==> config.mk <==
export PLATFORM = sky130hd
export DESIGN_NAME = param_read_top
export DESIGN_NICKNAME = d
export VERILOG_FILES = /design/src/include/param_pkg.sv /design/src/include/rom_if.sv /design/src/rtl/param_read_top.sv /design/src/rtl/param_rom.sv
export SDC_FILE = /design/constraint.sdc
export NUM_CORES = 1
export LEC_CHECK = 0
export ABC_AREA = 1
export BUFFER_PORTS_ARGS = -buffer_cell sky130_fd_sc_hd__buf_2
export CAP_MARGIN = 20
export CORE_ASPECT_RATIO = 0.9
export CORE_MARGIN = 2
export CORE_UTILIZATION = 41
export CTS_BUF_LIST = sky130_fd_sc_hd__clkbuf_8
export CTS_CLUSTER_DIAMETER = 150
export CTS_CLUSTER_SIZE = 10
export DETAILED_ROUTE_END_ITERATION = 6
export SLEW_MARGIN = 20
export SYNTH_ARGS = -nofsm -noshare
export SYNTH_HDL_FRONTEND = slang
export SYNTH_SLANG_ARGS = --single-unit
==> constraint.sdc <==
create_clock -name clk_i -period 2.55 [get_ports clk_i]
set_input_delay 0.765 -clock clk_i [delete_from_list [all_inputs] [get_ports clk_i]]
set_output_delay 0.765 -clock clk_i [all_outputs]
set_load 0.1 [all_outputs]
==> src/include/param_pkg.sv <==
// Purpose: Shared constants for the discoverable-parameter read path
// Assumes: Serial clock sampled by a 50 MHz system clock
// Notes:   Parameter store contents and serial frame counts live here

package param_pkg;

  ////////////////////////////////////////////////////////////////////////////
  // Frame layout, counted in serial clock rising edges
  localparam int         ADDR_W        = 11;
  localparam int         SHIFT_W       = 24;
  localparam logic [7:0] OP_READ_PARAMS = 8'h5a;
  localparam logic [5:0] CNT_OP_LAST   = 6'h07; // 8th edge ends opcode
  localparam logic [5:0] CNT_ADDR_LAST = 6'h1f; // 32nd edge ends address
  localparam logic [5:0] CNT_OUT_FIRST = 6'h28; // Fall after full dummy byte
  localparam logic [5:0] CNT_SAT       = 6'h28;
  localparam logic [2:0] BIT_LAST      = 3'h7;

  ////////////////////////////////////////////////////////////////////////////
  // Parameter store contents
  localparam logic [7:0] FILL_BYTE = 8'hff;
  localparam int         HDR_LEN   = 24;
  localparam logic [10:0] VEND_ADDR = 11'h010;
  localparam logic [8:0] BPT_WORD  = 9'h010; // Word address of 40h
  localparam logic [7:0] HDR_ROM [0:23] = '{
    8'h53, 8'h46, 8'h44, 8'h50, // Signature
    8'h05, 8'h01, 8'h02, 8'hff, // Revisions, header count
    8'h00, 8'h00, 8'h01, 8'h10, // First header
    8'h40, 8'h00, 8'h00, 8'hff, // First table pointer
    8'h00, 8'h00, 8'h01, 8'h04, // Vendor header, id replaced
    8'hc0, 8'h00, 8'h00, 8'hff  // Vendor table pointer
  };
  localparam logic [7:0] BPT_ROM [0:3] = '{
    8'he5, 8'h20, 8'h91, 8'hff  // First basic table word
  };

endpackage

==> src/include/rom_if.sv <==
// Purpose: Address and read data between read path and parameter store
// Assumes: Read data registered one clock after the address
// Notes:   Store drives data, reader drives address

`timescale 1ns/1ps

interface rom_if #(
  parameter int ADDR_W = 11
);
  logic [ADDR_W-1:0] addr;
  logic [7:0]        rdata;

  modport reader (output addr, input rdata);
  modport store  (input addr, output rdata);
endinterface

==> src/rtl/param_read_top.sv <==
// Purpose: Serial read path for the discoverable-parameter store
// Assumes: Serial clock well below a quarter of clk_i (160 ns in the bench)
// Notes:   All serial input pins pass two flops; edges found on the sampled clock

`timescale 1ns/1ps

// Operation
// - Opcode 5Ah after select starts a parameter read; others are ignored.
// - Only address bits 10 to 0 select a byte; higher bits dropped.
// - Opcode and address bits are sampled on serial clock rising edges.
// - First output bit on fall of clock 39, counted from 0; later on falls.
// - Address advances by one after each byte; output runs while clocked.
// - Select high ends the read; output is released while deselected.
// - Bytes 00h-03h read 53h, 46h, 44h, 50h.
// - Minor revision 05h at 04h, major revision 01h at 05h.
// - Header count 02h at 06h; byte 07h reads FFh.
// - First header 08h-0Bh reads 00h, 00h, 01h, 10h.
// - First pointer 0Ch-0Eh reads 40h, 00h, 00h; 0Fh reads FFh.
// - Second header: vendor id, 00h, 01h, 04h at 10h-13h.
// - Vendor pointer 14h-16h reads C0h, 00h, 00h; 17h reads FFh.
// - Basic table word at 40h reads E5h, 20h, 91h, FFh.
module param_read_top #(
  parameter int         ADDR_W    = param_pkg::ADDR_W,
  parameter logic [7:0] VENDOR_ID = 8'h3c // Arbitrary value
) (
  input  wire logic clk_i,
  input  wire logic rst_i,
  input  wire logic cs_n_i,
  input  wire logic sck_i,
  input  wire logic si_i,
  output logic      so_o,
  output logic      so_oe_o
);

  ////////////////////////////////////////////////////////////////////////////
  // Elaboration check: the store needs 40h reachable, shifter holds 24 bits
  if (ADDR_W < 7 || ADDR_W > param_pkg::SHIFT_W)
  begin : g_bad_width
    $error("ADDR_W must lie between 7 and 24");
  end

  typedef enum logic [2:0] {
    ST_IDLE,
    ST_CMD,
    ST_ADDR,
    ST_DUMMY,
    ST_DATA,
    ST_SKIP
  } state_t;

  logic [1:0]                  cs_sync_q;
  logic [1:0]                  sck_sync_q;
  logic [1:0]                  si_sync_q;
  logic                        sck_prev_q;
  logic                        cs_n_s;
  logic                        si_s;
  logic                        rise;
  logic                        fall;
  state_t                      state_q;
  logic [5:0]                  rcnt_q;
  logic [param_pkg::SHIFT_W-1:0] sh_q;
  logic [7:0]                  opcode;
  logic [ADDR_W-1:0]           addr_q;
  logic [2:0]                  bit_q;
  logic [6:0]                  out_sh_q;
  logic                        load;

  rom_if #(.ADDR_W(ADDR_W)) rif ();

  ////////////////////////////////////////////////////////////////////////////
  // Two-flop synchronisers; edge detect looks only at the second stage
  always_ff @(posedge clk_i or posedge rst_i)
  begin
    if (rst_i)
    begin
      cs_sync_q  <= 2'h3;
      sck_sync_q <= 2'h0;
      si_sync_q  <= 2'h0;
      sck_prev_q <= 1'b0;
    end
    else
    begin
      cs_sync_q  <= {cs_sync_q[0], cs_n_i};
      sck_sync_q <= {sck_sync_q[0], sck_i};
      si_sync_q  <= {si_sync_q[0], si_i};
      sck_prev_q <= sck_sync_q[1];
    end
  end

  // Sampled pin levels and serial clock edges
  assign cs_n_s = cs_sync_q[1];
  assign si_s   = si_sync_q[1];
  assign rise   = sck_sync_q[1] & ~sck_prev_q;
  assign fall   = ~sck_sync_q[1] & sck_prev_q;
  assign opcode = {sh_q[6:0], si_s};

  ////////////////////////////////////////////////////////////////////////////
  // Transaction sequencer
  always_ff @(posedge clk_i or posedge rst_i)
  begin
    if (rst_i)
      state_q <= ST_IDLE;
    else if (cs_n_s)
      state_q <= ST_IDLE;
    else
    begin
      case (state_q)
        ST_IDLE:
          state_q <= ST_CMD;
        ST_CMD:
          if (rise && rcnt_q == param_pkg::CNT_OP_LAST)
            state_q <= (opcode == param_pkg::OP_READ_PARAMS) ?
                       ST_ADDR : ST_SKIP;
        ST_ADDR:
          if (rise && rcnt_q == param_pkg::CNT_ADDR_LAST)
            state_q <= ST_DUMMY;
        ST_DUMMY:
          if (fall && rcnt_q == param_pkg::CNT_OUT_FIRST)
            state_q <= ST_DATA; // Input not looked at here
        ST_DATA:
          state_q <= ST_DATA;
        ST_SKIP:
          state_q <= ST_SKIP;
        default:
          state_q <= ST_IDLE;
      endcase
    end
  end

  // Rising edge counter, saturating at 28h on the 40th rising edge
  always_ff @(posedge clk_i or posedge rst_i)
  begin
    if (rst_i)
      rcnt_q <= 6'h00;
    else if (cs_n_s)
      rcnt_q <= 6'h00;
    else if (rise && rcnt_q != param_pkg::CNT_SAT)
      rcnt_q <= rcnt_q + 6'h01;
  end

  // Opcode and address shifter, MSB first on rising edges
  always_ff @(posedge clk_i or posedge rst_i)
  begin
    if (rst_i)
      sh_q <= '0;
    else if (rise && (state_q == ST_CMD || state_q == ST_ADDR))
      sh_q <= {sh_q[param_pkg::SHIFT_W-2:0], si_s};
  end

  ////////////////////////////////////////////////////////////////////////////
  // Byte address: low bits latched at the last address bit, then advanced
  always_ff @(posedge clk_i or posedge rst_i)
  begin
    if (rst_i)
      addr_q <= '0;
    else if (state_q == ST_ADDR && rise &&
             rcnt_q == param_pkg::CNT_ADDR_LAST)
      addr_q <= {sh_q[ADDR_W-2:0], si_s};
    else if (state_q == ST_DATA && fall && bit_q == param_pkg::BIT_LAST)
      addr_q <= addr_q + ADDR_W'(1);
  end

  assign rif.addr = addr_q;

  // A new byte is taken from the store at a byte boundary fall
  assign load = fall &&
                ((state_q == ST_DUMMY &&
                  rcnt_q == param_pkg::CNT_OUT_FIRST) ||
                 (state_q == ST_DATA && bit_q == 3'h0));

  ////////////////////////////////////////////////////////////////////////////
  // Output shifter, changes only on falling edges, released when deselected
  always_ff @(posedge clk_i or posedge rst_i)
  begin
    if (rst_i)
    begin
      so_o     <= 1'b0;
      so_oe_o  <= 1'b0;
      out_sh_q <= 7'h00;
      bit_q    <= 3'h0;
    end
    else if (cs_n_s)
    begin
      so_o     <= 1'b0;
      so_oe_o  <= 1'b0;
      out_sh_q <= 7'h00;
      bit_q    <= 3'h0;
    end
    else if (load)
    begin
      so_o     <= rif.rdata[7];
      so_oe_o  <= 1'b1;
      out_sh_q <= rif.rdata[6:0];
      bit_q    <= 3'h1;
    end
    else if (fall && state_q == ST_DATA)
    begin
      so_o     <= out_sh_q[6];
      out_sh_q <= {out_sh_q[5:0], 1'b0};
      bit_q    <= bit_q + 3'h1;
    end
  end

  ////////////////////////////////////////////////////////////////////////////
  // Parameter store
  param_rom #(
    .ADDR_W    (ADDR_W),
    .VENDOR_ID (VENDOR_ID)
  ) u_rom (
    .clk_i (clk_i),
    .rst_i (rst_i),
    .bus   (rif.store)
  );

  ////////////////////////////////////////////////////////////////////////////
  // Checks
  op_accept_a: assert property (@(posedge clk_i) disable iff (rst_i)
    state_q == ST_CMD && !cs_n_s && rise &&
    rcnt_q == param_pkg::CNT_OP_LAST && opcode == 8'h5a
    |=> state_q == ST_ADDR)
    else $error("read opcode not accepted");

  op_reject_a: assert property (@(posedge clk_i) disable iff (rst_i)
    state_q == ST_CMD && !cs_n_s && rise &&
    rcnt_q == param_pkg::CNT_OP_LAST && opcode != 8'h5a
    |=> state_q == ST_SKIP)
    else $error("foreign opcode not ignored");

  skip_quiet_a: assert property (@(posedge clk_i) disable iff (rst_i)
    state_q == ST_SKIP |=> !so_oe_o)
    else $error("output driven after foreign opcode");

  addr_mask_a: assert property (@(posedge clk_i) disable iff (rst_i)
    state_q == ST_ADDR && !cs_n_s && rise && rcnt_q == 6'h1f
    |=> addr_q == {$past(sh_q[ADDR_W-2:0]), $past(si_s)})
    else $error("address low bits not latched");

  rise_only_a: assert property (@(posedge clk_i) disable iff (rst_i)
    !rise |=> $stable(sh_q))
    else $error("shifter moved without rising edge");

  first_out_a: assert property (@(posedge clk_i) disable iff (rst_i)
    $rose(so_oe_o) |-> $past(fall) && $past(rcnt_q) == 6'h28 &&
                      $past(state_q) == ST_DUMMY)
    else $error("output began at wrong edge");

  out_fall_a: assert property (@(posedge clk_i) disable iff (rst_i)
    so_oe_o && $changed(so_o) |-> $past(fall))
    else $error("output changed off a falling edge");

  addr_step_a: assert property (@(posedge clk_i) disable iff (rst_i)
    state_q == ST_DATA && !cs_n_s && fall && bit_q == 3'h7
    |=> addr_q == $past(addr_q) + ADDR_W'(1))
    else $error("address not advanced after byte");

  release_a: assert property (@(posedge clk_i) disable iff (rst_i)
    cs_n_s |=> !so_oe_o && state_q == ST_IDLE)
    else $error("output driven while deselected");

  msb_first_a: assert property (@(posedge clk_i) disable iff (rst_i)
    load && !cs_n_s |=> so_o == $past(rif.rdata[7]) ##0
    out_sh_q == $past(rif.rdata[6:0]))
    else $error("byte not sent MSB first");

endmodule // param_read_top

==> src/rtl/param_rom.sv <==
// Purpose: Fixed discoverable-parameter store with registered read data
// Assumes: Address stable for at least one clock before use
// Notes:   Unprogrammed locations read as all ones

`timescale 1ns/1ps

module param_rom #(
  parameter int         ADDR_W    = param_pkg::ADDR_W,
  parameter logic [7:0] VENDOR_ID = 8'h3c // Arbitrary value
) (
  input  wire logic clk_i,
  input  wire logic rst_i,
  rom_if.store      bus
);

  logic [7:0] byte_d;
  logic [7:0] rdata_q;

  ////////////////////////////////////////////////////////////////////////////
  // Decode the full address; only header and first table word are defined
  always_comb
  begin
    byte_d = param_pkg::FILL_BYTE;
    if (bus.addr < ADDR_W'(param_pkg::HDR_LEN))
    begin
      if (bus.addr == ADDR_W'(param_pkg::VEND_ADDR))
        byte_d = VENDOR_ID;
      else
        byte_d = param_pkg::HDR_ROM[bus.addr[4:0]];
    end
    else if (bus.addr[ADDR_W-1:2] == (ADDR_W-2)'(param_pkg::BPT_WORD))
      byte_d = param_pkg::BPT_ROM[bus.addr[1:0]];
  end

  // Read data register
  always_ff @(posedge clk_i or posedge rst_i)
  begin
    if (rst_i)
      rdata_q <= 8'h00;
    else
      rdata_q <= byte_d;
  end

  assign bus.rdata = rdata_q;

  ////////////////////////////////////////////////////////////////////////////
  // Checks on store contents
  sig_byte_a: assert property (@(posedge clk_i) disable iff (rst_i)
    bus.addr == ADDR_W'(11'h003) |=> bus.rdata == 8'h50)
    else $error("signature byte 3 wrong");

  hdr_count_a: assert property (@(posedge clk_i) disable iff (rst_i)
    bus.addr == ADDR_W'(11'h006) |=> bus.rdata == 8'h02)
    else $error("header count byte wrong");

  ptr_vendor_a: assert property (@(posedge clk_i) disable iff (rst_i)
    bus.addr == ADDR_W'(11'h014) |=> bus.rdata == 8'hc0)
    else $error("vendor pointer byte wrong");

  bpt_erase_a: assert property (@(posedge clk_i) disable iff (rst_i)
    bus.addr == ADDR_W'(11'h041) |=> bus.rdata == 8'h20)
    else $error("basic table erase opcode wrong");

endmodule // param_rom

==> results of run 1 <==
worst max-delay path by stage:
stage	start	to	slack, ps	cells after the start
global placement	rcnt_q[1]	addr_q[2]	740	7
CTS	so_oe_o	so_oe_o	670	1
floorplan	rst_i	addr_q[0]	390	1
finish	so_o	so_o	680	1
global route	rcnt_q[1]	addr_q[6]	540	7
detailed placement	state_q[0]	sh_q[1]	770	6
cells by family after synthesis:
logic type	share of synthesized area [%]
buffers and inverters	7.66
adder cells (fa/ha/maj)	4.67
AND/OR/NAND/NOR	30.7
AO/OA/AOI/OAI	10.7
flip-flops	44.4
XOR/XNOR	1.91
area by class of cell:
| cell class | instances | area (µm²) | area share [%] |
|---|---|---|---|
| clock inverter | 5 | 55.1 | 1.56 |
| timing repair buffer | 7 | 50.0 | 1.42 |
| inverter | 47 | 176 | 5.01 |
| multi-input combinational | 283 | 1540 | 43.8 |
| sequential | 57 | 1430 | 40.6 |
| tap | 96 | 120 | 3.41 |
| clock buffer | 11 | 151 | 4.30 |
layout by cell type, fill, tap and decap left out, types with 9 or more instances in the layout:
cell type / netlist / layout
a21oi_1: 9 / 9
clkbuf_8: 0 / 11
dfrtp_1: 55 / 55
ha_1: 12 / 12
inv_1: 37 / 37
inv_2: 8 / 9
nand2_1: 109 / 109
nand3_1: 40 / 40
nand4_1: 14 / 14
nor2_1: 31 / 31
o21ai_0: 10 / 10
o21ai_1: 16 / 16
flip-flops by register name, indices dropped and copies added, names as in the netlist, 2 cells and up:
signal           flops
si_sync_q            2
state_q              3
addr_q              11
u_rom.bus.rdata      8
cs_sync_q            2
sh_q                10
rcnt_q               6
bit_q                3
sck_sync_q           2
out_sh_q             7
stage by stage:
stage	cells	worst slack (ps)	util (%)
2_1_floorplan	398	389	-
3_3_place_gp	490	739	43.7
5_1_grt	506	542	46.5
4_1_cts	506	667	46.5
3_5_place_dp	490	768	43.7
6_report	506	684	46.5
routing by layer:
layer	track usage, %	vias up	part of all wire (%)
li1	-	1317	-
met1	20.6	1177	51
met2	23.8	42	44
met3	4.31	10	3.5
met4	6.06	0	1.4
met5	0	-	0
power breakdown:
part	total [mW]	switching, mW	internal, mW
clock	0.868	0.367	0.501
combinational	0.345	0.226	0.119
sequential	1.10	0.0892	1.01
total	2.31	0.683	1.63
==> qor.txt, run 1 <==
Initial antenna violation count: 0
Via count: 2,546
Synthesized net count: 415
Power density cells: 656 mW/mm²
H-Tree Depth: 3
CTS buffer count: 9
RSZ-0062 raised after global routing: false
Synth area leaders: dfrtp_1, nand2_1, nand3_1
Worst reg2reg setup slack: 760 ps
Top cell type's share of synthesized area: 42.8%
RR Startpoint: state_q[0]
Worst Hold Path EP: si_sync_q[1]
DRC Markers: 0
Critical Path Start Type: flip-flop
CTS tree: done
Worst Path Max Fanout: 2
Clk root buf: clkbuf_8
# IOs: 7
Sequential share of the synthesized area: 44.4%
Critical path arrival: 1100 ps
Syn Std Cell Area: 0.00322 mm²
Asr flop ratio synth: 100%
First-pass GRT wire length: 10.7 mm
Worst-Margin Slew: 699 ps
Cell family with most CP delay: buffers and inverters
Min-Delay Startpoint: si_sync_q[0]
1st-iter DRT viols: 152
Final setup viols: 0
Synth Register Bits: 57
EDFF count, synth: 0
Largest net degree at the start of global routing: 58
Hpwl dp: 4.27 mm
Yosys top cell by area: dfrtp_1
Most frequent cell after synthesis: nand2_1
NumNets Final: 422
Crit path required time: 1790 ps
Post-layout instance area: 0.00352 mm²
PortBufs: 6
Endpoints failing hold: 0
N_diodes: 0
R2R Path End: sh_q[6]
Cell count after synthesis: 398
Die area: 0.00857 mm²
Gpl congestion: 0.804
Synthesized area per cell: 8.08 µm²
Rel. slew slack: 53.3%
Clock-pin transition on the worst setup and hold timing paths: 70 ps
Crit path cell chain: buf_2
Vias in the first global route: 2,390
Fillers: 731
Area Overhead vs Synth: 9.53%
Die H: 88.0 µm
Worst skew pair latency: 340 ps
Hold Path Class: reg2reg
Leak: 1.71 nW
Routed len/inst: 11.9 µm
Final setup TNS: 0 ps
CORE AREA: 0.00758 mm²
Top cells by count, synth: nand2_1, dfrtp_1, nand3_1
Worst Hold Depth: 0
Status: finished clean
Antenna-violating nets left: 0
Period utilization: 73.2%
Yosys cell types: 38
Slowest cell on crit path: buf_2
Drt pass-1 iters: 4
Min Hold Slack: 346 ps
Design Power: 2.31 mW
Number of max-cap violations: 0
Placed instance area: 0.00332 mm²
CP Capture Type: primary output
CP Buf/Inv Count: 1
Bufs on Longest Clock Path: 2
Tmin final: 1870 ps
# Post-CTS Setup Buffers: 0
CTS Hold Buffers Added: 0
Initial cell density of the core: 42.4%
CTS Sinks: 57
Critical path type: reg2out
Yosys warnings: 0
Max-slew violations: 0
Die width: 97.4 µm
Synth Flop Type: dfrtp_1
Delay of the slowest critical-path stage: 420 ps
Fmax achieved: 536 MHz
DRT Wirelength: 6.03 mm
Vias/cell: 5.03
Proportion of layout cells with a drive suffix above 1: 13.9%
Reg2reg path depth: 6
Grt total ovfl: 0
Row count: 30
Post-CTS sizing: 0
All-Layer GR Usage: 15.3%
Max VDD drop: 0.399 mV
Worst Skew: 12.2 ps
(Power assumes the default switching activity.)
==> run 2, diff against run 1 <==
clock period = 1.75 ns   (was 2.55 ns; I/O delays follow)
==> qor.txt, run 2 (synthesized netlist as in run 1, its figures left out) <==
Hold Path Class: in2async (was reg2reg)
Via count: 2,618 (was 2,546)
RSZ-0062 raised after global routing: false (unchanged)
Tmin final: 1660 ps
All-Layer GR Usage: 16.6% (was 15.3%)
Antenna-violating nets left: 0 (unchanged)
H-Tree Depth: 3 (unchanged)
Vias/cell: 5.05 (was 5.03)
Rel. slew slack: 65.7% (was 53.3%)
Clock-pin transition on the worst setup and hold timing paths: 70 ps (about the same)
Slowest cell on crit path: buf_2 (unchanged)
Switching share of power: 29.9% (was 29.6%)
Drt pass-1 iters: 4 (unchanged)
PortBufs: 6 (unchanged)
Crit path cell chain: buf_2 (unchanged)
Most flops, register: addr_q (unchanged)
Vias in the first global route: 2,514 (was 2,390)
# IOs: 7 (unchanged)
Bufs on Longest Clock Path: 2 (unchanged)
CP Buf/Inv Count: 1 (unchanged)
Largest net degree at the start of global routing: 23 (was 58)
1st-iter DRT viols: 158 (was 152)
Worst Skew: 9.58 ps (was 12.2 ps)
Internal power: 2.39 mW (was 1.63 mW)
Period utilization: 95.1%
Logic gate share of total power: 15.5% (was 14.9%)
First-pass GRT wire length: 11.3 mm (was 10.7 mm)
CTS Sinks: 57 (unchanged)
Final setup TNS: 0 ps (unchanged)
DRT Wirelength: 6.47 mm (was 6.03 mm)
Initial cell density of the core: 42.4% (unchanged)
Switching pwr: 1.02 mW (was 0.683 mW)
Final std cells w/o fill: 518 (was 506)
Clock power share: 37.6% (about the same)
Placed Cells: 500 (was 490)
Proportion of layout cells with a drive suffix above 1: 16.8% (was 13.9%)
Min Hold Slack: 215 ps (was 346 ps)
Gpl congestion: 0.885 (was 0.804)
Worst-Margin Slew: 513 ps (was 699 ps)
Row count: 30 (unchanged)
Fmax achieved: 601 MHz
Critical path type: reg2out (unchanged)
Critical Path Start Type: flip-flop (unchanged)
Power density cells: 932 mW/mm² (was 656 mW/mm²)
CP Capture Type: primary output (unchanged)
Die width: 97.4 µm (unchanged)
Clk root buf: clkbuf_8 (unchanged)
CTS tree: done (unchanged)
Delay of the slowest critical-path stage: 430 ps (was 420 ps)
Flop pwr share: 46.9% (was 47.5%)
Max reg flops: 11 (unchanged)
Max VDD drop: 0.443 mV (was 0.399 mV)
CORE AREA: 0.00758 mm² (unchanged)
CTS Hold Buffers Added: 0 (unchanged)
Fillers: 737 (was 731)
Cell family with most CP delay: buffers and inverters (unchanged)
Hpwl dp: 4.62 mm (was 4.27 mm)
Crit path required time: 1220 ps (was 1790 ps)
Routed len/inst: 12.5 µm (was 11.9 µm)
NumNets Final: 434 (was 422)
Endpoints failing hold: 0 (unchanged)
Grt total ovfl: 0 (unchanged)
Status: finished clean (unchanged)
DRC Markers: 0 (unchanged)
Max-slew violations: 0 (unchanged)
Number of max-cap violations: 0 (unchanged)
Critical path arrival: 1140 ps (was 1100 ps)
Area Overhead vs Synth: 13.8% (was 9.53%)
Die H: 88.0 µm (unchanged)
Commonest non-fill, non-tap cell in the layout: nand2_1 (unchanged)
Most frequent cells in the layout: nand2_1, dfrtp_1, nand3_1 (unchanged)
Final setup viols: 0 (unchanged)
N_diodes: 0 (unchanged)
Worst skew pair latency: 340 ps (about the same)
Worst Path Max Fanout: 2 (unchanged)
Die area: 0.00857 mm² (unchanged)
Leak: 1.78 nW (was 1.71 nW)
Initial antenna violation count: 0 (unchanged)
CTS buffer count: 9 (unchanged)
-- run 2: cell count changes in the layout (fill, tap and decap cells not counted), sizes merged --
cell,change
buf,+12
inv,-1
clkinvlp,+1
-- run 2: through the flow --
step / power, mW / util [%] / instance area [µm²] / setup slack, ps
final: 3.41 / 48.3 / 3660 / 85.1
after global routing: 3.62 / 48.3 / 3660 / 4.59
after CTS: 3.46 / 47.8 / 3630 / 13.0
after detailed placement: 2.16 / 45.1 / 3420 / 32.9
after global placement: 2.14 / 45.1 / 3420 / 115
after floorplan: 2.02 / - / 3220 / 268
-- run 2: path summary, 6_finish.rpt --
path                               from           end  slack (ps)  depth (start not counted)
max                                so_o          so_o          90                          1
min                               rst_i    sck_prev_q         210                          2
max reg2reg                   rcnt_q[0]   out_sh_q[6]         130                          8
min reg2reg                si_sync_q[0]  si_sync_q[1]         350                          0
max in group asynchronous         rst_i     addr_q[9]        1060                          3
min in group clk_i               cs_n_i  cs_sync_q[0]         280                          1
-- run 2: area by class of cell --
cell class                 instances  area (µm²)  share of cell area (%)
multi-input combinational        283        1550                    42.3
sequential                        57        1430                    39.0
inverter                          47         180                    4.92
timing repair buffer              19         178                    4.85
clock buffer                      11         151                    4.14
tap                               96         120                    3.28
clock inverter                     5        55.1                    1.50
-- run 2: power by group through the flow --
stage | logic (mW) | clock network (mW) | registers (mW)
floorplan | 0.417 | 0 | 1.61
global placement | 0.525 | 0 | 1.62
detailed placement | 0.532 | 0 | 1.63
CTS | 0.535 | 1.33 | 1.60
global route | 0.605 | 1.39 | 1.63
finish | 0.529 | 1.28 | 1.60
-- run 2: what timing repair did --
| action | in CTS | in global routing |
|---|---|---|
| endpoints found under the setup margin | 0 | 10 |
| resized for setup | 0 | 2 |
| buffers inserted | 0 | 2 |
-- run 2: metal layers --
metal / wire length, µm / up-vias / track usage (%)
met5: 0 / - / 0
met4: 121 / 0 / 7.95
met3: 292 / 11 / 4.71
met2: 2820 / 52 / 25.2
met1: 3230 / 1217 / 22.0
li1: - / 1338 / -
